File: src/design/gdfe_pkg.sv
package gdfe_pkg;
    localparam int CLK_PERIOD_NS = 10;
    localparam int FIXED_DELAY_US = 160;
    localparam int FIXED_DELAY_CYC = (FIXED_DELAY_US * 1000) / CLK_PERIOD_NS;
    localparam int CNT_W = 16;

    typedef struct packed {
        logic high_side_input;
        logic low_side_input;
    } gdfe_pwm_s;

    typedef struct packed {
        logic high_side_output;
        logic low_side_output;
    } gdfe_gate_s;

    typedef struct packed {
        logic logic_supply_undervoltage;
        logic high_supply_undervoltage;
        logic overcurrent_sense;
    } gdfe_prot_s;
endpackage

File: src/design/gdfe_sync2.sv
`timescale 1ns/1ns
module gdfe_sync2 #(
    parameter int W = 1
) (
    // clock, reset
    input wire logic clk,
    input wire logic rst,
    // data
    input wire logic [W-1:0] d,
    output logic [W-1:0] q
);
    logic [W-1:0] meta_r;
    always_ff @(posedge clk or posedge rst) begin
        if (rst) begin
            meta_r <= '0;
            q <= '0;
        end else begin
            meta_r <= d;
            q <= meta_r;
        end
    end
endmodule

File: src/design/gdfe_top.sv
`timescale 1ns/1ns
module gdfe_top #(
    parameter int FIXED_DELAY_CYC = gdfe_pkg::FIXED_DELAY_CYC
) (
    // clock, reset
    input wire logic clk,
    input wire logic rst,
    // pwm and protection pins
    input wire gdfe_pkg::gdfe_pwm_s pwm,
    input wire gdfe_pkg::gdfe_prot_s prot,
    // shared fault/enable line (open drain)
    input wire logic fault_enable_in,
    output logic fault_enable_out,
    output logic fault_enable_oe_n,
    // gate outputs
    output gdfe_pkg::gdfe_gate_s gate
);
    import gdfe_pkg::*;

    // rising edge of a synchronised level
    function automatic logic rise_of(input logic now_lvl, input logic prev_lvl);
        return now_lvl & ~prev_lvl;
    endfunction

    localparam int NS = 6;
    logic [NS-1:0] raw_w;
    logic [NS-1:0] syn_w;
    assign raw_w = {pwm.high_side_input, pwm.low_side_input, prot.logic_supply_undervoltage,
                    prot.high_supply_undervoltage, prot.overcurrent_sense, fault_enable_in};

    gdfe_sync2 #(.W(NS)) u_sync (
        .clk(clk),
        .rst(rst),
        .d(raw_w),
        .q(syn_w)
    );

    logic hin_s, lin_s, logic_supply_undervoltage_s, high_supply_undervoltage_s, oc_s, line_s;
    assign {hin_s, lin_s, logic_supply_undervoltage_s, high_supply_undervoltage_s, oc_s, line_s} = syn_w;

    // fault cause: logic undervoltage or overcurrent
    logic cause_w;
    assign cause_w = logic_supply_undervoltage_s | oc_s;

    logic [CNT_W-1:0] timer_r;
    logic pull_r;
    logic [CNT_W-1:0] delay_c;
    assign delay_c = CNT_W'(FIXED_DELAY_CYC);

    // drive line low while cause present, then fixed delay
    always_ff @(posedge clk or posedge rst) begin
        if (rst) begin
            pull_r <= 1'b0;
            timer_r <= '0;
        end else if (cause_w) begin
            pull_r <= 1'b1;
            timer_r <= delay_c;
        end else if (pull_r) begin
            if (timer_r > CNT_W'(1)) begin
                timer_r <= timer_r - CNT_W'(1);
            end else begin
                pull_r <= 1'b0;
                timer_r <= '0;
            end
        end
    end

    // RC charge time shows as external line still low after release
    assign fault_enable_out = 1'b0;
    assign fault_enable_oe_n = ~pull_r;

    logic enabled_w;
    assign enabled_w = line_s & ~cause_w & ~pull_r;

    // edge re-arm
    logic hin_d_r, lin_d_r, hs_arm_r, ls_arm_r;
    always_ff @(posedge clk or posedge rst) begin
        if (rst) begin
            hin_d_r <= 1'b0;
            lin_d_r <= 1'b0;
        end else begin
            hin_d_r <= hin_s;
            lin_d_r <= lin_s;
        end
    end

    logic hin_rise, lin_rise;
    assign hin_rise = rise_of(hin_s, hin_d_r);
    assign lin_rise = rise_of(lin_s, lin_d_r);

    always_ff @(posedge clk or posedge rst) begin
        if (rst) begin
            hs_arm_r <= 1'b0;
            ls_arm_r <= 1'b0;
        end else begin
            if (!enabled_w) begin
                ls_arm_r <= 1'b0;
            end else if (lin_rise) begin
                ls_arm_r <= 1'b1;
            end
            if (!enabled_w || high_supply_undervoltage_s) begin
                hs_arm_r <= 1'b0;
            end else if (hin_rise) begin
                hs_arm_r <= 1'b1;
            end
        end
    end

    always_ff @(posedge clk or posedge rst) begin
        if (rst) begin
            gate <= '0;
        end else begin
            gate.low_side_output <= enabled_w & (ls_arm_r | lin_rise) & lin_s;
            gate.high_side_output <= enabled_w & ~high_supply_undervoltage_s & (hs_arm_r | hin_rise)
                                     & hin_s;
        end
    end

    // cycles the line has stayed pulled since the cause left
    logic [CNT_W-1:0] hold_cnt_r;
    always_ff @(posedge clk or posedge rst) begin
        if (rst) begin
            hold_cnt_r <= '0;
        end else if (cause_w || !pull_r) begin
            hold_cnt_r <= '0;
        end else begin
            hold_cnt_r <= hold_cnt_r + CNT_W'(1);
        end
    end

    // line and clear timer
    chk_line_on_fault: assert property (@(posedge clk) disable iff (rst)
        cause_w |=> !fault_enable_oe_n)
        else $error("line not pulled on fault");
    chk_oc_line_low: assert property (@(posedge clk) disable iff (rst)
        oc_s |=> !fault_enable_oe_n)
        else $error("line not pulled on overcurrent");
    chk_uv_line_low: assert property (@(posedge clk) disable iff (rst)
        logic_supply_undervoltage_s |=> !fault_enable_oe_n)
        else $error("line not pulled on undervoltage");
    chk_timer_load: assert property (@(posedge clk) disable iff (rst)
        cause_w |=> timer_r == CNT_W'(FIXED_DELAY_CYC))
        else $error("clear timer not loaded");
    chk_timer_idle: assert property (@(posedge clk) disable iff (rst)
        !pull_r |-> timer_r == '0)
        else $error("clear timer running while line free");
    chk_hold_time: assert property (@(posedge clk) disable iff (rst)
        $fell(cause_w) |-> !fault_enable_oe_n [*8])
        else $error("line released early");
    chk_hold_full: assert property (@(posedge clk) disable iff (rst)
        $rose(fault_enable_oe_n) |-> hold_cnt_r == CNT_W'(FIXED_DELAY_CYC))
        else $error("line hold differs from clear delay");
    chk_hold_bound: assert property (@(posedge clk) disable iff (rst)
        hold_cnt_r <= CNT_W'(FIXED_DELAY_CYC))
        else $error("line held past clear delay");
    chk_only_causes: assert property (@(posedge clk) disable iff (rst)
        $fell(fault_enable_oe_n) |-> $past(cause_w))
        else $error("fault without cause");
    chk_release_follow: assert property (@(posedge clk) disable iff (rst)
        $rose(fault_enable_oe_n) |-> !cause_w && $past(timer_r) == CNT_W'(1))
        else $error("release without timer end");
    chk_line_hs_uv: assert property (@(posedge clk) disable iff (rst)
        high_supply_undervoltage_s && !pull_r && !cause_w |=> fault_enable_oe_n)
        else $error("line pulled on high supply undervoltage");
    chk_open_drain: assert property (@(posedge clk) disable iff (rst)
        fault_enable_out == 1'b0)
        else $error("line data not low");

    // gate outputs
    chk_oc_outputs_low: assert property (@(posedge clk) disable iff (rst)
        oc_s |=> !gate.low_side_output && !gate.high_side_output)
        else $error("outputs on during overcurrent");
    chk_uv_outputs_low: assert property (@(posedge clk) disable iff (rst)
        logic_supply_undervoltage_s |=> !gate.low_side_output && !gate.high_side_output)
        else $error("outputs on during undervoltage");
    chk_hs_uv_blank: assert property (@(posedge clk) disable iff (rst)
        high_supply_undervoltage_s |=> !gate.high_side_output)
        else $error("high output during hs uv");
    chk_ext_disable: assert property (@(posedge clk) disable iff (rst)
        !line_s |=> !gate.low_side_output && !gate.high_side_output)
        else $error("outputs on while line low");
    chk_pull_gates_low: assert property (@(posedge clk) disable iff (rst)
        pull_r |=> !gate.low_side_output && !gate.high_side_output)
        else $error("outputs on while line pulled");
    chk_hs_input_low: assert property (@(posedge clk) disable iff (rst)
        !hin_s |=> !gate.high_side_output)
        else $error("high output on with input low");
    chk_ls_input_low: assert property (@(posedge clk) disable iff (rst)
        !lin_s |=> !gate.low_side_output)
        else $error("low output on with input low");
    chk_no_fault_follow: assert property (@(posedge clk) disable iff (rst)
        enabled_w && !high_supply_undervoltage_s && hs_arm_r && hin_s |=> gate.high_side_output)
        else $error("high output not following");
    chk_ls_follow: assert property (@(posedge clk) disable iff (rst)
        enabled_w && ls_arm_r && lin_s |=> gate.low_side_output)
        else $error("low output not following");
    chk_hs_uv_follow: assert property (@(posedge clk) disable iff (rst)
        high_supply_undervoltage_s && enabled_w && ls_arm_r && lin_s |=> gate.low_side_output)
        else $error("low output dropped on hs uv");

    // re-arm after disable
    chk_hs_new_edge: assert property (@(posedge clk) disable iff (rst)
        $rose(gate.high_side_output) |-> $past(hin_rise) || $past(hs_arm_r))
        else $error("high output without edge");
    chk_ls_new_edge: assert property (@(posedge clk) disable iff (rst)
        $rose(gate.low_side_output) |-> $past(lin_rise) || $past(ls_arm_r))
        else $error("low output without edge");
    chk_arm_cleared: assert property (@(posedge clk) disable iff (rst)
        !enabled_w |=> !hs_arm_r && !ls_arm_r)
        else $error("arm kept while disabled");
    chk_hs_arm_edge: assert property (@(posedge clk) disable iff (rst)
        $rose(hs_arm_r) |-> $past(hin_rise))
        else $error("high arm without rising edge");
    chk_ls_arm_edge: assert property (@(posedge clk) disable iff (rst)
        $rose(ls_arm_r) |-> $past(lin_rise))
        else $error("low arm without rising edge");

    cov_oc: cover property (@(posedge clk) disable iff (rst) $rose(oc_s));
    cov_release: cover property (@(posedge clk) disable iff (rst) $rose(fault_enable_oe_n));
    cov_hs_uv: cover property (@(posedge clk) disable iff (rst) high_supply_undervoltage_s && gate.low_side_output);
    cov_ext: cover property (@(posedge clk) disable iff (rst) !line_s && fault_enable_oe_n);
    cov_both_on: cover property (@(posedge clk) disable iff (rst)
        gate.high_side_output && gate.low_side_output);
endmodule

File: config.mk
export PLATFORM = sky130hd
export DESIGN_NAME = gdfe_top
export DESIGN_NICKNAME = d
export VERILOG_FILES = /design/src/design/gdfe_pkg.sv /design/src/design/gdfe_sync2.sv /design/src/design/gdfe_top.sv
export SDC_FILE = /design/constraint.sdc
export NUM_CORES = 1
export LEC_CHECK = 0
export CORE_ASPECT_RATIO = 1.2
export CORE_UTILIZATION = 30
export DETAILED_ROUTE_END_ITERATION = 10
export DONT_BUFFER_PORTS = 1
export HOLD_SLACK_MARGIN = 0.05
export SKIP_LAST_GASP = 1
export SLEW_MARGIN = 25
export SYNTH_ARGS = -nofsm -noshare
export SYNTH_HDL_FRONTEND = slang
export SYNTH_SLANG_ARGS = --single-unit
File: constraint.sdc
create_clock -name clk -period 2 [get_ports clk]
set_input_delay 0.2 -clock clk [delete_from_list [all_inputs] [get_ports clk]]
set_output_delay 0.2 -clock clk [all_outputs]
set_load 0.01 [all_outputs]
# Word level (Yosys, flattened, before mapping)
# Index checks and enable logic that the tools add are counted.
[word_totals]
reg_bits = 35
inputBits = 8
out_inout_bits = 4
elab_cells = 44
[classes]
add_sub_neg = 1
order_cmp = 1
eq_ne = 1
n_mux = 10
bitwise_logic = 17
n_reduce_logical = 4
[ops]
columns = ["op", "n"]
rows = [
  ["16-bit two-way mux", 3],
  ["16-bit by 1-bit greater-than comparator with 1-bit output, second input constant", 1],
  ["16-bit by 1-bit subtractor with 16-bit output, second input constant", 1],
  ["1-bit bitwise AND", 9],
  ["1-bit two-way mux", 7],
  ["1-bit inverter", 5],
  ["2-bit nonzero test", 2],
  ["1-bit bitwise OR", 3],
  ["2-bit by 1-bit inequality test with 1-bit output, second input constant", 1],
  ["1-bit logical NOT", 1],
  ["1-bit logical OR", 1],
]

# Longest topological paths before layout
[logic_depth]
depth_word = 7
depth_mapped = 7
mapped_depth_nobuf = 6

# By module
# A second synthesis with hierarchy kept.
[unflattened]
hier_cells = 136
area_unflattened_um2 = 1491.4
[by_module_without_submodules]
columns = ["module", "instances", "cells_per_inst", "area_each_um2", "seq_area_each_um2"]
rows = [
  ["gdfe_top", 1, 123, 1187.4, 575.6],
  ["gdfe_sync2", 1, 13, 304.0, 300.3],
]

# Least setup slack after synthesis
# Ideal clock, no wire load.
[synth_path]
path_kind = "reg2reg"
startpoint = "register timer_r[0]"
endpoint = "register timer_r[6]"
arrival_time_ns = 1.628
t_required_ns = 1.863
slack_ns = 0.235
stages_incl_launch_ff = 8
n_path_buf = 1
path_cell_list = "dfrtp_1 -> inv_1 -> ha_1 -> nor2_1 -> or4b_1 -> buf_2 -> o2111ai_1 -> a31oi_1"
[synth_between]
elab_chain_len = 4
elab_cells_between_ends = 5
classes_between = "1 x add/sub; 1 x order compare; 3 x mux"
[synth_lines]
columns = ["element", "line", "text"]
rows = [
  ["start: declaration", "gdfe_top.sv:45", "logic [CNT_W-1:0] timer_r;"],
  ["start signal: assignment", "gdfe_top.sv:57", "timer_r <= delay_c;"],
  ["start signal: assignment", "gdfe_top.sv:60", "timer_r <= timer_r - CNT_W'(1);"],
  ["16-bit by 1-bit subtractor with 16-bit output / 16-bit by 1-bit greater-than comparator with 1-bit output (equally long branches)", "gdfe_top.sv:60, gdfe_top.sv:59", ""],
  ["16-bit two-way mux *", "gdfe_top.sv:59", "if (timer_r > CNT_W'(1)) begin"],
  ["16-bit two-way mux *", "gdfe_top.sv:58", "end else if (pull_r) begin"],
  ["16-bit two-way mux *", "gdfe_top.sv:55", "end else if (cause_w) begin"],
]
# Mark *: on every way between the ends. The rest lies on a longest branch, timed or not. The select of a mux whose other input is x is not followed.
# A chain may end at the register's enable or synchronous reset.

# Worst setup path in the final report
# Same ends and word-level chain as after synthesis.

==> impl_metrics.toml <==
[sta]
hold_viol = 0
clock.fmax_mhz = 545
slew-limit-headroom_pct = 64.7
post-route-min-period_ps = 1840
setup_viol = 0
rsz0062_at_grt = "false"
setup_tns_ps = 0
skew_ps = 4.73
slew_violations = 0
period_share_pct = 91.8
worst_slew_pin_slew_ps = 527

[route]
wl_mm = 3.14
wl_met3_um = 110
dr_total_vias = 1150
m1WireLength_mm = 1.33
viasPerCell = 5.25
routed.top_layer = "met4"
drc_errors = 0
wl_per_cell_um = 14.3
drtAntennaViolNets = 0
route.met2.wl_mm = 1.66
first_pass_iters = 4
first_iter_violations = 53

[floorplanning]
die_w_um = 66.9
dieArea_um2 = 5340
io_pins = 12
start_util_pct = 30.9
fp.dieH_um = 79.9
rows = 28
coreArea_um2 = 4900

[placement]
hpwl_mm = 2.22
port_buffers = 0
gp_congestion = 0.830

[logic_synthesis]
syn_area_per_cell_um2 = 10.7
synth_nets = 152
synth_area_um2 = 1520
syn_inst = 142
synth_seq_cells = 35
ys_types = 37
synth-warning-count = 0
yosysSeqAreaShare_pct = 57.8

[setup_path]
ff2ff_setup_slack_ps = 160
cp_data_required_time_ps = 2160
end_kind = "flip-flop"
crit_fanout = 9
crit_type = "flip-flop to flip-flop"
crit_arrival_ps = 1990
start_kind = "flip-flop"

[grt]
grt_usage_pct = 13.4
grt_pass1_wl_mm = 5.33
grt_pass1_vias = 1154
grt_max_degree = 36
antenna_found_initial = 0
grt-ovfl-total = 0

[final_layout]
fillers = 486
final_core_util_pct = 36.5
antennaDiodeCount = 0
drive_gt1_share_pct = 15.1
area_delta_synth_final_pct = 17.9
nNetsFinal = 169

[clocking]
tritoncts = "built"
insertion_delay_ps = 280
htreeDepth = 2
path_clk_slew_ps = 70
clockBufferDepth = 2
clock_sinks = 35
cts-root-buf = "clkbuf_8"
post_cts_buffers = 0
cts_buffers = 5

[status]
status = "complete, no violations"

[power_and_ir_drop]
power_density_nw_per_um2 = 788
power_leakage_nw = 0.703
peakVddDrop_uv = 386

[min_path]
worstHoldPathType = "flip-flop to flip-flop"

[job]
drv_cap = 0
## synthesized netlist by cell type
master / number / area share [%]
buf_2: 2 / 0.66
a31oi_1: 1 / 0.41
or4_1: 1 / 0.50
nand2_1: 13 / 3.2
or4b_1: 2 / 1.3
nor2_1: 10 / 2.5
a22oi_1: 1 / 0.50
or2_1: 1 / 0.41
buf_4: 1 / 0.50
o211ai_2: 2 / 1.6
nand2_2: 1 / 0.41
conb_1: 1 / 0.25
nor3_4: 1 / 1.1
clkinv_1: 1 / 0.25
o21ai_1: 1 / 0.33
a21oi_1: 14 / 4.6
nor2_4: 1 / 0.74
ha_1: 2 / 1.6
dfrtp_1: 35 / 58
or3_1: 4 / 1.6
nand3_1: 2 / 0.66
o41ai_1: 2 / 1.2
nor3_1: 3 / 0.99
or2_2: 1 / 0.41
nor2b_1: 1 / 0.41
inv_1: 6 / 1.5
o2111ai_1: 2 / 1.2
o211ai_1: 3 / 1.5
nor4bb_1: 1 / 0.66
nand4_1: 3 / 1.2
clkbuf_1: 2 / 0.50
nor3b_1: 1 / 0.50
nor4_2: 1 / 0.82
o31ai_1: 8 / 4.0
nor3_2: 1 / 0.66
a2bb2oi_1: 1 / 0.58
o21ai_0: 9 / 3.0
## registers in the layout, indices dropped and copies added (netlist names)
register / cells
lin_d_r: 1
timer_r: 16
pull_r: 1
hs_arm_r: 1
ls_arm_r: 1
hin_d_r: 1
gate: 2
u_sync.meta_r: 6
u_sync.q: 6
## layout make-up
| type | instances | area, um2 | area share, % |
|---|---|---|---|
| clock buffer | 6 | 82.6 | 4.62 |
| clock inverter | 1 | 5.00 | 0.280 |
| inverter | 7 | 26.3 | 1.47 |
| multi-input combinational | 95 | 593 | 33.2 |
| sequential | 35 | 876 | 49.0 |
| tap | 60 | 75.1 | 4.20 |
| timing repair buffer | 15 | 130 | 7.28 |
## stage by stage
stage | instance area (um2) | cells | hold WS [ps] | power [mW] | setup WS (ps)
final | 1790 | 219 | 351 | 1.41 | 164
after global routing | 1790 | 219 | 359 | 1.48 | 19.6
after CTS | 1780 | 219 | 354 | 1.43 | 1.78
after detailed placement | 1630 | 205 | 219 | 0.906 | 16.7
after global placement | 1630 | 205 | 205 | 0.899 | 81.7
after floorplan | 1520 | 142 | 231 | 0.858 | 235
## power breakdown
part           leakage, nW  total (mW)  internal, mW  switching, mW
combinational        0.239       0.146        0.0623         0.0836
clock               0.0470       0.505         0.270          0.235
sequential           0.417       0.758         0.734         0.0243
total                0.703        1.41          1.07          0.343
## timing repair
action,CTS,global route
hold endpoints to repair,41,0
gates resized for setup,0,1
setup endpoints to repair,0,16
hold buffers,7,0
## kinds of logic (layout without fill, tap and decap cells)
| logic type | Yosys count | after routing | share of synthesized area, % |
|---|---|---|---|
| buffers and inverters | 12 | 29 | 3.38 |
| AND/OR/NAND/NOR | 48 | 48 | 18.2 |
| other | 1 | 1 | 0.247 |
| adder cells (fa/ha/maj) | 2 | 2 | 1.65 |
| AO/OA/AOI/OAI | 44 | 44 | 18.8 |
| flip-flops | 35 | 35 | 57.8 |
## routing by layer
metal | up-vias | track usage (%)
met4 | 0 | 5.11
met3 | 5 | 3.71
met5 | - | 0
met1 | 575 | 15.7
li1 | 548 | -
met2 | 22 | 22.7
## placed cells by master (no fill, tap or decap), types with 2 or more instances in the layout
cell type / count
o2111ai_1: 2
o211ai_2: 2
nor2_1: 10
nand2_1: 13
buf_4: 8
o31ai_1: 8
dfrtp_1: 35
ha_1: 2
o41ai_1: 2
inv_1: 6
clkbuf_8: 6
o21ai_0: 9
o211ai_1: 3
or3_1: 4
dlygate4sd3_1: 7
nand3_1: 2
nor3_1: 3
nand4_1: 3
a21oi_1: 14
## critical path, cell delays in order (launching register included)
cell and delay [ps]:
dfrtp_1 430, inv_1 100, ha_1 190, nor2_1 60, or4b_4 600, o2111ai_1 220, a31oi_1 110
## path summary, 6_finish.rpt
| check | start | depth (start not counted) | to |
|---|---|---|---|
| min | u_sync.meta_r[2] | 0 | u_sync.q[2] |
| min in group asynchronous | rst | 3 | u_sync.q[5] |
| min reg2reg | u_sync.meta_r[2] | 0 | u_sync.q[2] |
| max in group asynchronous | rst | 3 | u_sync.q[3] |
| max reg2reg | timer_r[0] | 6 | timer_r[6] |
| max | timer_r[0] | 6 | timer_r[6] |
Power figures use the tool's default switching activity.
